==> src/logic/brg_consts.svh <==
// Function
// - divider reloads at two and toggles output, giving source divided by divisor
// - both dividers may be chained; chained is the reset default
// - odd divisor counts by three on the first step of each high half, then by two
// - divisors 1 to 65535; 3 gives 33 percent, 1 passes source through
// - timer counts system clocks (b counts a's output when chained) down to one and flags expiry
// - start command begins or restarts the count from the loaded value
// - clearing gate pauses the timer; optional terminal pulse on timer output pin
// - each serial machine picks 1X or 16X; 1X uses only the serial clock pin
// - config write resets the divider; mode changes only after reset
// - local loopback feeds transmit into receive, transmit pin held at mark
// - local loopback shorts modem outputs to inputs, all four modem pins held at zero
// - remote loopback ties receive pin to transmit pin, receiver sees mark
// - echo pushes each read character and flags back onto transmit queue
// - echo may suppress control characters and characters with errors
// - power-down command with crystal source enters sleep, clock stopped
// - sleep exits by hardware reset, or level read then software reset
// - power-down with running clock enters idle, contents kept
// - a level register read leaves idle; that read returns invalid data
`ifndef BRG_CONSTS_SVH
`define BRG_CONSTS_SVH
`define A_DIV_LO 4'h0
`define A_DIV_HI 4'h1
`define A_B_LO 4'h2
`define A_B_HI 4'h3
`define A_CFG_A 4'h4
`define A_CFG_B 4'h5
`define A_CMD 4'h6
`define A_STAT 4'h7
`define A_DIAG 4'h8
`define A_FLR 4'h9
`define A_MODEM 4'ha
`define DIV_A_RST 16'h0002
`define DIV_B_RST 16'h0000
`define CFG_RST 8'h01
`define CMD_START_A 0
`define CMD_START_B 1
`define CMD_PDOWN 2
`define CMD_SWRST 3
`define CFG_CHAIN 0
`define CFG_TIMER 1
`define CFG_PULSE 2
`define CFG_GATE 3
`define CFG_TX1X 4
`define CFG_RX1X 5
`endif

==> src/logic/brg_pkg.sv <==
package brg_pkg;
	typedef enum logic [2:0] {
		PW_RUN = 3'b001,
		PW_IDLE = 3'b010,
		PW_SLEEP = 3'b100
	} pwr_t;
	typedef struct packed {
		logic [15:0] divisor;
		logic timer_mode;
		logic pulse_en;
		logic gate;
	} div_cfg_t;
	typedef struct packed {
		logic tick;
		logic clk_out;
		logic expired;
	} div_out_t;
endpackage

==> src/logic/rate_divider.sv <==
`timescale 1ns/1ps
`default_nettype none
`include "brg_consts.svh"
module rate_divider
	import brg_pkg::*;
(
	input wire logic clk,
	input wire logic resetn,
	input wire logic sync_rst,
	input wire logic src_en,
	input wire logic start,
	input var div_cfg_t cfg,
	output var div_out_t dout
);
	logic [15:0] cnt, next_cnt;
	logic clk_o, next_clk_o, first, next_first, running, next_running;
	logic expired, next_expired;

	always_comb begin
		next_cnt = cnt;
		next_clk_o = clk_o;
		next_first = first;
		next_running = running;
		next_expired = 1'b0;
		if (sync_rst) begin
			next_cnt = cfg.divisor;
			next_clk_o = 1'b0;
			next_first = 1'b0;
			next_running = 1'b0;
		end else if (cfg.timer_mode) begin
			if (start) begin
				next_cnt = cfg.divisor;
				next_running = 1'b1;
			end else if (running && cfg.gate && src_en) begin
				if (cnt <= 16'h0001) begin
					next_expired = 1'b1;
					next_running = 1'b0;
				end else begin
					next_cnt = cnt - 16'h0001;
				end
			end
		end else if (src_en) begin
			if (cfg.divisor == 16'h0001) begin
				next_clk_o = ~clk_o;
			end else if (first && cfg.divisor[0]) begin
				// odd divisor: the high half starts one lower, so the period stays at divisor
				next_first = 1'b0;
				if (cnt - 16'h0001 <= 16'h0002) begin
					next_cnt = cfg.divisor;
					next_clk_o = ~clk_o;
				end else begin
					next_cnt = cnt - 16'h0003;
				end
			end else if (cnt <= 16'h0002) begin
				next_first = ~clk_o;
				next_cnt = cfg.divisor;
				next_clk_o = ~clk_o;
			end else begin
				next_cnt = cnt - 16'h0002;
			end
		end
	end

	always_ff @(posedge clk or negedge resetn) begin
		if (!resetn) begin
			cnt <= 16'h0000;
			clk_o <= 1'b0;
			first <= 1'b0;
			running <= 1'b0;
			expired <= 1'b0;
		end else begin
			cnt <= next_cnt;
			clk_o <= next_clk_o;
			first <= next_first;
			running <= next_running;
			expired <= next_expired;
		end
	end

	assign dout.clk_out = clk_o;
	assign dout.tick = src_en && !cfg.timer_mode && (next_clk_o != clk_o);
	assign dout.expired = expired;

	chk_timer_restart: assert property (@(posedge clk) disable iff (!resetn)
		(start && cfg.timer_mode && !sync_rst) |=> (running && cnt == $past(cfg.divisor)))
		else $error("timer did not restart from loaded value");
endmodule
`default_nettype wire

==> src/logic/brg_diag_power.sv <==
// Chosen here: the register addresses and the plain strobed port.
`timescale 1ns/1ps
`default_nettype none
`include "brg_consts.svh"
module brg_diag_power
	import brg_pkg::*;
(
	input wire logic clk,
	input wire logic resetn,
	input wire logic [3:0] addr,
	input wire logic [7:0] wdata,
	input wire logic wr,
	input wire logic rd,
	output logic [7:0] rdata,
	input wire logic xtal_src,
	input wire logic sclk_pin,
	input wire logic rxd_pin,
	output logic txd_pin,
	input wire logic tx_serial,
	output logic rx_serial,
	output logic tx_clk_en,
	output logic rx_clk_en,
	input wire logic [2:0] modem_in,
	input wire logic [3:0] modem_out,
	output logic [2:0] modem_seen,
	output logic [3:0] modem_pins,
	output logic timer_output_a,
	output logic timer_output_b,
	input wire logic rx_read,
	input wire logic [7:0] rx_char,
	input wire logic [2:0] rx_flags,
	output logic echo_push,
	output logic [10:0] echo_data,
	output logic sys_clk_stop,
	output logic timer_irq
);
	import brg_pkg::*;
	// ----------------------------------------
	// pin synchronisers
	// ----------------------------------------
	logic [1:0] sclk_s, rxd_s;
	logic [2:0] mi_s1, mi_s2;
	always_ff @(posedge clk or negedge resetn) begin
		if (!resetn) begin
			sclk_s <= 2'b00;
			rxd_s <= 2'b11;
			mi_s1 <= 3'h0;
			mi_s2 <= 3'h0;
		end else begin
			sclk_s <= {sclk_s[0], sclk_pin};
			rxd_s <= {rxd_s[0], rxd_pin};
			mi_s1 <= modem_in;
			mi_s2 <= mi_s1;
		end
	end
	logic sclk_d;
	always_ff @(posedge clk or negedge resetn) begin
		if (!resetn) sclk_d <= 1'b0;
		else sclk_d <= sclk_s[1];
	end
	wire sclk_rise = sclk_s[1] & ~sclk_d;

	// ----------------------------------------
	// registers
	// ----------------------------------------
	logic [15:0] div_a, div_b, next_div_a, next_div_b;
	logic [7:0] cfg_a, cfg_b, next_cfg_a, next_cfg_b, diag, next_diag;
	logic [1:0] stat, next_stat;
	logic [7:0] rdata_n;
	logic rst_a, rst_b, swrst;
	pwr_t pwr, next_pwr;

	function automatic logic hit(input logic [3:0] a, input logic [3:0] b);
		hit = (a == b);
	endfunction

	div_out_t out_a, out_b;
	assign swrst = wr && hit(addr, `A_CMD) && wdata[`CMD_SWRST];
	assign rst_a = swrst || (wr && hit(addr, `A_CFG_A));
	assign rst_b = swrst || (wr && hit(addr, `A_CFG_B));

	always_comb begin
		next_div_a = div_a;
		next_div_b = div_b;
		next_cfg_a = cfg_a;
		next_cfg_b = cfg_b;
		next_diag = diag;
		next_stat = stat;
		next_pwr = pwr;
		if (out_a.expired) next_stat[0] = 1'b1;
		if (out_b.expired) next_stat[1] = 1'b1;
		if (swrst) begin
			next_div_a = `DIV_A_RST;
			next_div_b = `DIV_B_RST;
			next_cfg_a = `CFG_RST;
			next_cfg_b = `CFG_RST;
			next_diag = 8'h00;
			next_stat = 2'b00;
			next_pwr = PW_RUN;
		end else if (wr) begin
			unique case (addr)
				`A_DIV_LO: next_div_a[7:0] = wdata;
				`A_DIV_HI: next_div_a[15:8] = wdata;
				`A_B_LO: next_div_b[7:0] = wdata;
				`A_B_HI: next_div_b[15:8] = wdata;
				`A_CFG_A: next_cfg_a = wdata;
				`A_CFG_B: next_cfg_b = wdata;
				`A_DIAG: next_diag = wdata;
				`A_STAT: next_stat = stat & ~wdata[1:0] | {out_b.expired, out_a.expired};
				`A_CMD: begin
					if (wdata[`CMD_PDOWN] && pwr == PW_RUN)
						next_pwr = xtal_src ? PW_SLEEP : PW_IDLE;
				end
				default: ;
			endcase
		end
		if (rd && hit(addr, `A_FLR) && pwr == PW_IDLE) next_pwr = PW_RUN;
	end

	always_comb begin
		rdata_n = 8'h00;
		if (rd) begin
			unique case (addr)
				`A_DIV_LO: rdata_n = div_a[7:0];
				`A_DIV_HI: rdata_n = div_a[15:8];
				`A_B_LO: rdata_n = div_b[7:0];
				`A_B_HI: rdata_n = div_b[15:8];
				`A_CFG_A: rdata_n = cfg_a;
				`A_CFG_B: rdata_n = cfg_b;
				`A_STAT: rdata_n = {5'h00, pwr == PW_IDLE, stat};
				`A_DIAG: rdata_n = diag;
				`A_FLR: rdata_n = 8'h00; // level lives in the fifo block; exit read is invalid
				default: rdata_n = 8'h00;
			endcase
		end
	end

	always_ff @(posedge clk or negedge resetn) begin
		if (!resetn) begin
			div_a <= `DIV_A_RST;
			div_b <= `DIV_B_RST;
			cfg_a <= `CFG_RST;
			cfg_b <= `CFG_RST;
			diag <= 8'h00;
			stat <= 2'b00;
			pwr <= PW_RUN;
			rdata <= 8'h00;
		end else begin
			div_a <= next_div_a;
			div_b <= next_div_b;
			cfg_a <= next_cfg_a;
			cfg_b <= next_cfg_b;
			diag <= next_diag;
			stat <= next_stat;
			pwr <= next_pwr;
			rdata <= rdata_n;
		end
	end

	// ----------------------------------------
	// dividers; chained b follows a's output
	// ----------------------------------------
	wire run_en = (pwr == PW_RUN);
	wire chain = cfg_a[`CFG_CHAIN];
	div_cfg_t ca, cb;
	assign ca = '{divisor: div_a, timer_mode: cfg_a[`CFG_TIMER],
		pulse_en: cfg_a[`CFG_PULSE], gate: cfg_a[`CFG_GATE]};
	assign cb = '{divisor: div_b, timer_mode: cfg_b[`CFG_TIMER],
		pulse_en: cfg_b[`CFG_PULSE], gate: cfg_b[`CFG_GATE]};
	wire start_a = wr && hit(addr, `A_CMD) && wdata[`CMD_START_A];
	wire start_b = wr && hit(addr, `A_CMD) && wdata[`CMD_START_B];

	rate_divider u_a (
		.clk(clk), .resetn(resetn), .sync_rst(rst_a), .src_en(run_en),
		.start(start_a), .cfg(ca), .dout(out_a)
	);
	rate_divider u_b (
		.clk(clk), .resetn(resetn), .sync_rst(rst_b),
		.src_en(run_en && (chain ? out_a.tick && out_a.clk_out == 1'b0 : 1'b1)),
		.start(start_b), .cfg(cb), .dout(out_b)
	);

	// ----------------------------------------
	// outputs: clocking, diagnostics, echo, power
	// ----------------------------------------
	logic local_lb, remote_lb, echo_on, sup_ctl, sup_err;
	assign local_lb = diag[0];
	assign remote_lb = diag[1];
	assign echo_on = diag[2];
	assign sup_ctl = diag[3];
	assign sup_err = diag[4];
	wire is_ctl = (rx_char[7:5] == 3'h0) || (rx_char == 8'h7f);
	wire b_clk = chain ? out_b.tick : out_a.tick;

	always_ff @(posedge clk or negedge resetn) begin
		if (!resetn) begin
			txd_pin <= 1'b1;
			rx_serial <= 1'b1;
			tx_clk_en <= 1'b0;
			rx_clk_en <= 1'b0;
			modem_seen <= 3'h0;
			modem_pins <= 4'h0;
			timer_output_a <= 1'b0;
			timer_output_b <= 1'b0;
			echo_push <= 1'b0;
			echo_data <= 11'h000;
			sys_clk_stop <= 1'b0;
			timer_irq <= 1'b0;
		end else begin
			tx_clk_en <= cfg_a[`CFG_TX1X] ? sclk_rise : b_clk;
			rx_clk_en <= cfg_a[`CFG_RX1X] ? sclk_rise : (chain ? out_b.tick : out_b.tick | out_a.tick);
			txd_pin <= local_lb ? 1'b1 : (remote_lb ? rxd_s[1] : tx_serial);
			rx_serial <= local_lb ? tx_serial : (remote_lb ? 1'b1 : rxd_s[1]);
			modem_seen <= local_lb ? modem_out[3:1] : mi_s2;
			modem_pins <= local_lb ? 4'h0 : modem_out;
			timer_output_a <= cfg_a[`CFG_TIMER] ? (out_a.expired & cfg_a[`CFG_PULSE]) : out_a.clk_out;
			timer_output_b <= cfg_b[`CFG_TIMER] ? (out_b.expired & cfg_b[`CFG_PULSE]) : out_b.clk_out;
			echo_push <= echo_on && rx_read && !(sup_ctl && is_ctl) && !(sup_err && |rx_flags);
			echo_data <= {rx_flags, rx_char};
			sys_clk_stop <= (next_pwr == PW_SLEEP);
			timer_irq <= |next_stat;
		end
	end

	chk_echo_suppress: assert property (@(posedge clk) disable iff (!resetn)
		(rx_read && echo_on && sup_err && |rx_flags) |=> !echo_push)
		else $error("errored character echoed");
	chk_local_mark: assert property (@(posedge clk) disable iff (!resetn)
		(local_lb && !swrst) |=> txd_pin)
		else $error("transmit pin not at mark in local loopback");
	chk_remote_path: assert property (@(posedge clk) disable iff (!resetn)
		(remote_lb && !local_lb) |=> rx_serial)
		else $error("receive machine not isolated in remote loopback");
	chk_idle_exit: assert property (@(posedge clk) disable iff (!resetn)
		(pwr == PW_IDLE && rd && addr == `A_FLR) |=> pwr == PW_RUN)
		else $error("level read did not leave idle");
	chk_sleep_entry: assert property (@(posedge clk) disable iff (!resetn)
		(wr && addr == `A_CMD && wdata == 8'h04 && pwr == PW_RUN && xtal_src) |=> ##1 sys_clk_stop)
		else $error("sleep not entered");
	cov_echo: cover property (@(posedge clk) echo_push);
	cov_idle: cover property (@(posedge clk) pwr == PW_IDLE);
	cov_expire: cover property (@(posedge clk) out_a.expired);
endmodule
`default_nettype wire

==> config.mk <==
export PLATFORM = sky130hd
export DESIGN_NAME = brg_diag_power
export DESIGN_NICKNAME = d
export VERILOG_FILES = /design/src/logic/brg_pkg.sv /design/src/logic/rate_divider.sv /design/src/logic/brg_diag_power.sv
export VERILOG_INCLUDE_DIRS = /design/src /design/src/logic
export SDC_FILE = /design/constraint.sdc
export NUM_CORES = 1
export LEC_CHECK = 0
export BUFFER_PORTS_ARGS = -buffer_cell sky130_fd_sc_hd__buf_4
export CORE_MARGIN = 2
export CORE_UTILIZATION = 52
export DETAILED_ROUTE_END_ITERATION = 7
export PLACE_DENSITY = 0.74
export SKIP_CTS_REPAIR_TIMING = 1
export SYNTH_ARGS = -nofsm -noshare
export SYNTH_HDL_FRONTEND = slang
export SYNTH_HIERARCHICAL = 1
export SYNTH_SLANG_ARGS = --single-unit
==> constraint.sdc <==
create_clock -name clk -period 14.75 [get_ports clk]
set_input_delay 0 -clock clk [delete_from_list [all_inputs] [get_ports clk]]
set_output_delay 0 -clock clk [all_outputs]
set_load 0.005 [all_outputs]
==> results.txt <==
* Number of detailed-route iterations in the first pass: 7
- Summed over all layers, the global routing overflow is 0.
* Yosys reg bits: 147
- Sequence of cells on the critical path: inv_1 > ha_1 > nor4b_2 > a21oi_1 > or4_4 > or4_1 > and2_4 > a311oi_1 > nand2_1 > a21boi_0 > nand3_1 > and2_1 > a2bb2oi_1 > a21o_1 > a31oi_1 > o21ai_0 > a221o_1
- Between clock sinks in the finished design, the worst skew comes to 0.0105 ns.
* Vertical extent of the die: 140 um
* Rows: 49
- After detailed routing, the number of remaining DRC violations is 0.
* Wire length after detailed routing: 31800 um
- The average instance in the mapped netlist occupies 8.85 um2.
- Yosys attributes the largest share of cell area to dfrtp_1, nand2_1, a21oi_1.
* HPWL after DPL: 22000 um
- For this block, the via count after detailed routing is 9302.
- Of the post-synthesis cell area, the dominant cell type holds 0.363.
- The net count of the finished layout is 1192.
- In this run the cell area of the synthesized design comes to 0.00958 mm2.
- At the pin with the least slew margin, the transition time is 1.09 ns.
- Measured on the finished design, the core utilization comes to 0.608.
- The cell sitting at the root of the clock tree is a clkbuf_16.
- Final setup violation count: 0
- Count of antenna-violating nets left after detailed routing: 0
* Initial core utilization: 0.532
- The H-tree generated during clock tree synthesis spans 4 levels.
- From synthesis to final layout, the design area changed by 14.4%.
* Critical path data required time: 15.07 ns
- After technology mapping, the gate count stands at 1083.
- The number of hold-slack violations in the final timing report is 0.
- Final worst-path cycle share: 0.383
* Type of the worst min-delay path: in -> reg
* Share of post-route cells with drive strength above 1: 0.156
- Cell taking the most area after synthesis: dfrtp_1
- Count of flip-flops with a built-in enable after synthesis: 0
- Stage delay of the slowest cell on the critical path: 0.63 ns
- STA classifies the critical path startpoint as a flip-flop.
- Layout Cells excl Fill: 1383
* Max clock buf depth: 2
- Total power for the finished layout comes to 0.00178 W.
* Sequential share of the synthesized area: 0.385
- After the first detailed-routing iteration, the DRC count stood at 1258.
* Arrival time at the worst endpoint: 5.97 ns
- Setup Total Neg Slack: 0 ns
- Clock latency on the worst-skew pair, taken at its later pin, is 0.44 ns.
- In this run, CTS created clock tree buffers numbering 17.
- Dividing total power by cell area gives a power density of 163 mW/mm2.
* Post-placement cell count: 1315
* Fin crit period: 5.65 ns
- Setup repair after global routing left no endpoint under its margin.
* Most frequent cell after synthesis: dfrtp_1
- CTS Sinks: 147
* Routability congestion estimate: 0.991
- In the final routed layout, each cell accounts on average for 23.0 um.
- Port buffering added 73 buffers.
- Most frequent cells after synthesis: dfrtp_1, nand2_1, nor2_1
- The worst pin sits at a relative slew slack of 0.268.
- The critical path is of the reg -> reg type.
- Clock tree from TritonCTS: yes
* Leakage power: 4.69 nW
* Net Count, Synth: 1134
- For this run, the leading register cell type out of synthesis is dfrtp_1.
- The tool flagged a number of max-cap violations equal to 0.
- Dividing the detail-routed via count by the number of cells gives 6.73.
* Global-route usage over all layers: 0.321
- Chip width: 140 um
- Pin placement for this block handled 74 I/O pins.
* Peak Freq: 177 MHz
* Antenna violations before repair: 0
* Clock Pin Slew Worst Setup and Hold Paths: 0.07 ns
- Result of the run: finished, final reports clean
- During synthesis, Yosys emitted a total of 6 warnings.
- First-pass GRT wire length: 48900 um
- The number of antenna diodes in the final layout is 0.
* Total core area: 0.0180 mm2
* Filler cell count in the final layout: 1559
- The worst setup path is captured at a flip-flop.
- VDD sags by at most 107 uV.
- Along the worst path, the maximum fanout reaches 24.
- Vias in the first global route: 8432
- Synthesis instantiated 101 different standard cells from the library.
* Maximum number of pins on one net before global-route repair: 88
- For this design, the slowest cell found on the critical path is or4_1.
- Share of flip-flops with an asynchronous set or reset: 1.00
- Total die area: 0.0195 mm2
- The number of slew-limit violations in the final report is 0.
==> flip-flops by register name, summed over array words and instances (netlist names), 4 cells and up <==
| signal | cells |
|---|---|
| cfg_a | 8 |
| cfg_b | 8 |
| diag | 8 |
| div_a | 16 |
| div_b | 16 |
| echo_data | 11 |
| modem_pins | 4 |
| rdata | 8 |
| u_a/cnt | 16 |
| u_b/cnt | 16 |
==> report_power, final <==
group          total, W  internal (W)  switching (W)
Sequential     0.000674      0.000491       0.000184
Combinational  0.000664      0.000266       0.000398
Clock          0.000447      0.000243       0.000203
==> worst paths after layout <==
check,startpoint,to,slack (ns),depth (start not counted)
min in group asynchronous,resetn,u_a/cnt[0]$_DFFE_PN0P_,0.20,2
setup reg to reg,u_a/cnt[2]$_DFFE_PN0P_,u_b/cnt[14]$_DFFE_PN0P_,9.10,17
setup / recovery,u_a/cnt[2]$_DFFE_PN0P_,u_b/cnt[14]$_DFFE_PN0P_,9.10,17
hold / removal,addr[1],rdata[2]$_DFF_PN0_,0.09,3
max in group asynchronous,resetn,u_b/cnt[14]$_DFFE_PN0P_,13.23,3
hold reg to reg,mi_s1[2]$_DFF_PN0_,mi_s2[2]$_DFF_PN0_,0.35,0
==> layout by cell type (no fill, tap or decap), types with 8 or more instances in the layout <==
cell           count
inv_1             29
o22ai_1           12
dfstp_2            8
a31oi_1           22
o21ai_0           37
buf_4             81
o221ai_1           9
nor2_1           108
mux2i_1           37
nor4_1            16
nand3_1           45
ha_1              12
dlygate4sd3_1     36
a32oi_1           13
or2_2              8
nor3_1            29
o21ai_1           12
and2_1             9
dfrtp_1          139
nand4_1           13
a21oi_1           84
a22oi_1           12
xor2_1             8
a211oi_1           8
nand2_1          119
a221o_1           10
o31ai_1           12
xnor2_1           14
mux2_2             8
clkbuf_16         17
nor2b_1           19
==> through the flow <==
step           setup WS [ns]  instance area [um2]  hold WS, ns
2_1_floorplan          10.09                 9580       -0.296
3_3_place_gp            9.40                 9990        0.109
3_5_place_dp            9.25                 9990        0.110
4_1_cts                 9.23                10600       -0.345
5_1_grt                 8.90                11000       0.0988
6_report                9.10                11000       0.0881
==> metal layers <==
layer  GRT usage  routed length (um)
met1       0.468               13300
met2       0.472               14200
met3      0.0740                3360
met4       0.110                 948
met5           0                   0
==> worst max-delay path: cells and delay by family, from the launching register on <==
| kind | cells | cell delay [ns] |
|---|---|---|
| and+or+nand+nor | 7 | 2.30 |
| DFF | 1 | 0.52 |
| adders and majority gates | 1 | 0.31 |
| AOI/OAI and AO/OA | 8 | 2.21 |
| buffers and inverters | 1 | 0.17 |
==> cell type report <==
class,count,area [um2],area share
Clock buffer,17,425,0.0388
Clock inverter,15,184,0.0168
Inverter,29,109,0.00993
Multi-Input combinational cell,828,5290,0.482
Sequential cell,147,3690,0.337
Tap cell,229,287,0.0261
Timing Repair Buffer,118,980,0.0894
==> cell families after synthesis <==
group                    after synthesis  synth area share
buffers and inverters                108            0.0639
multiplexers                          46            0.0508
AO/OA/AOI/OAI                        311             0.221
XOR/XNOR                              23            0.0218
flip-flops                           147             0.385
AND/OR/NAND/NOR                      436             0.242
adder cells (fa/ha/maj)               12            0.0157
Note: power is estimated with default switching activity, not from simulation.
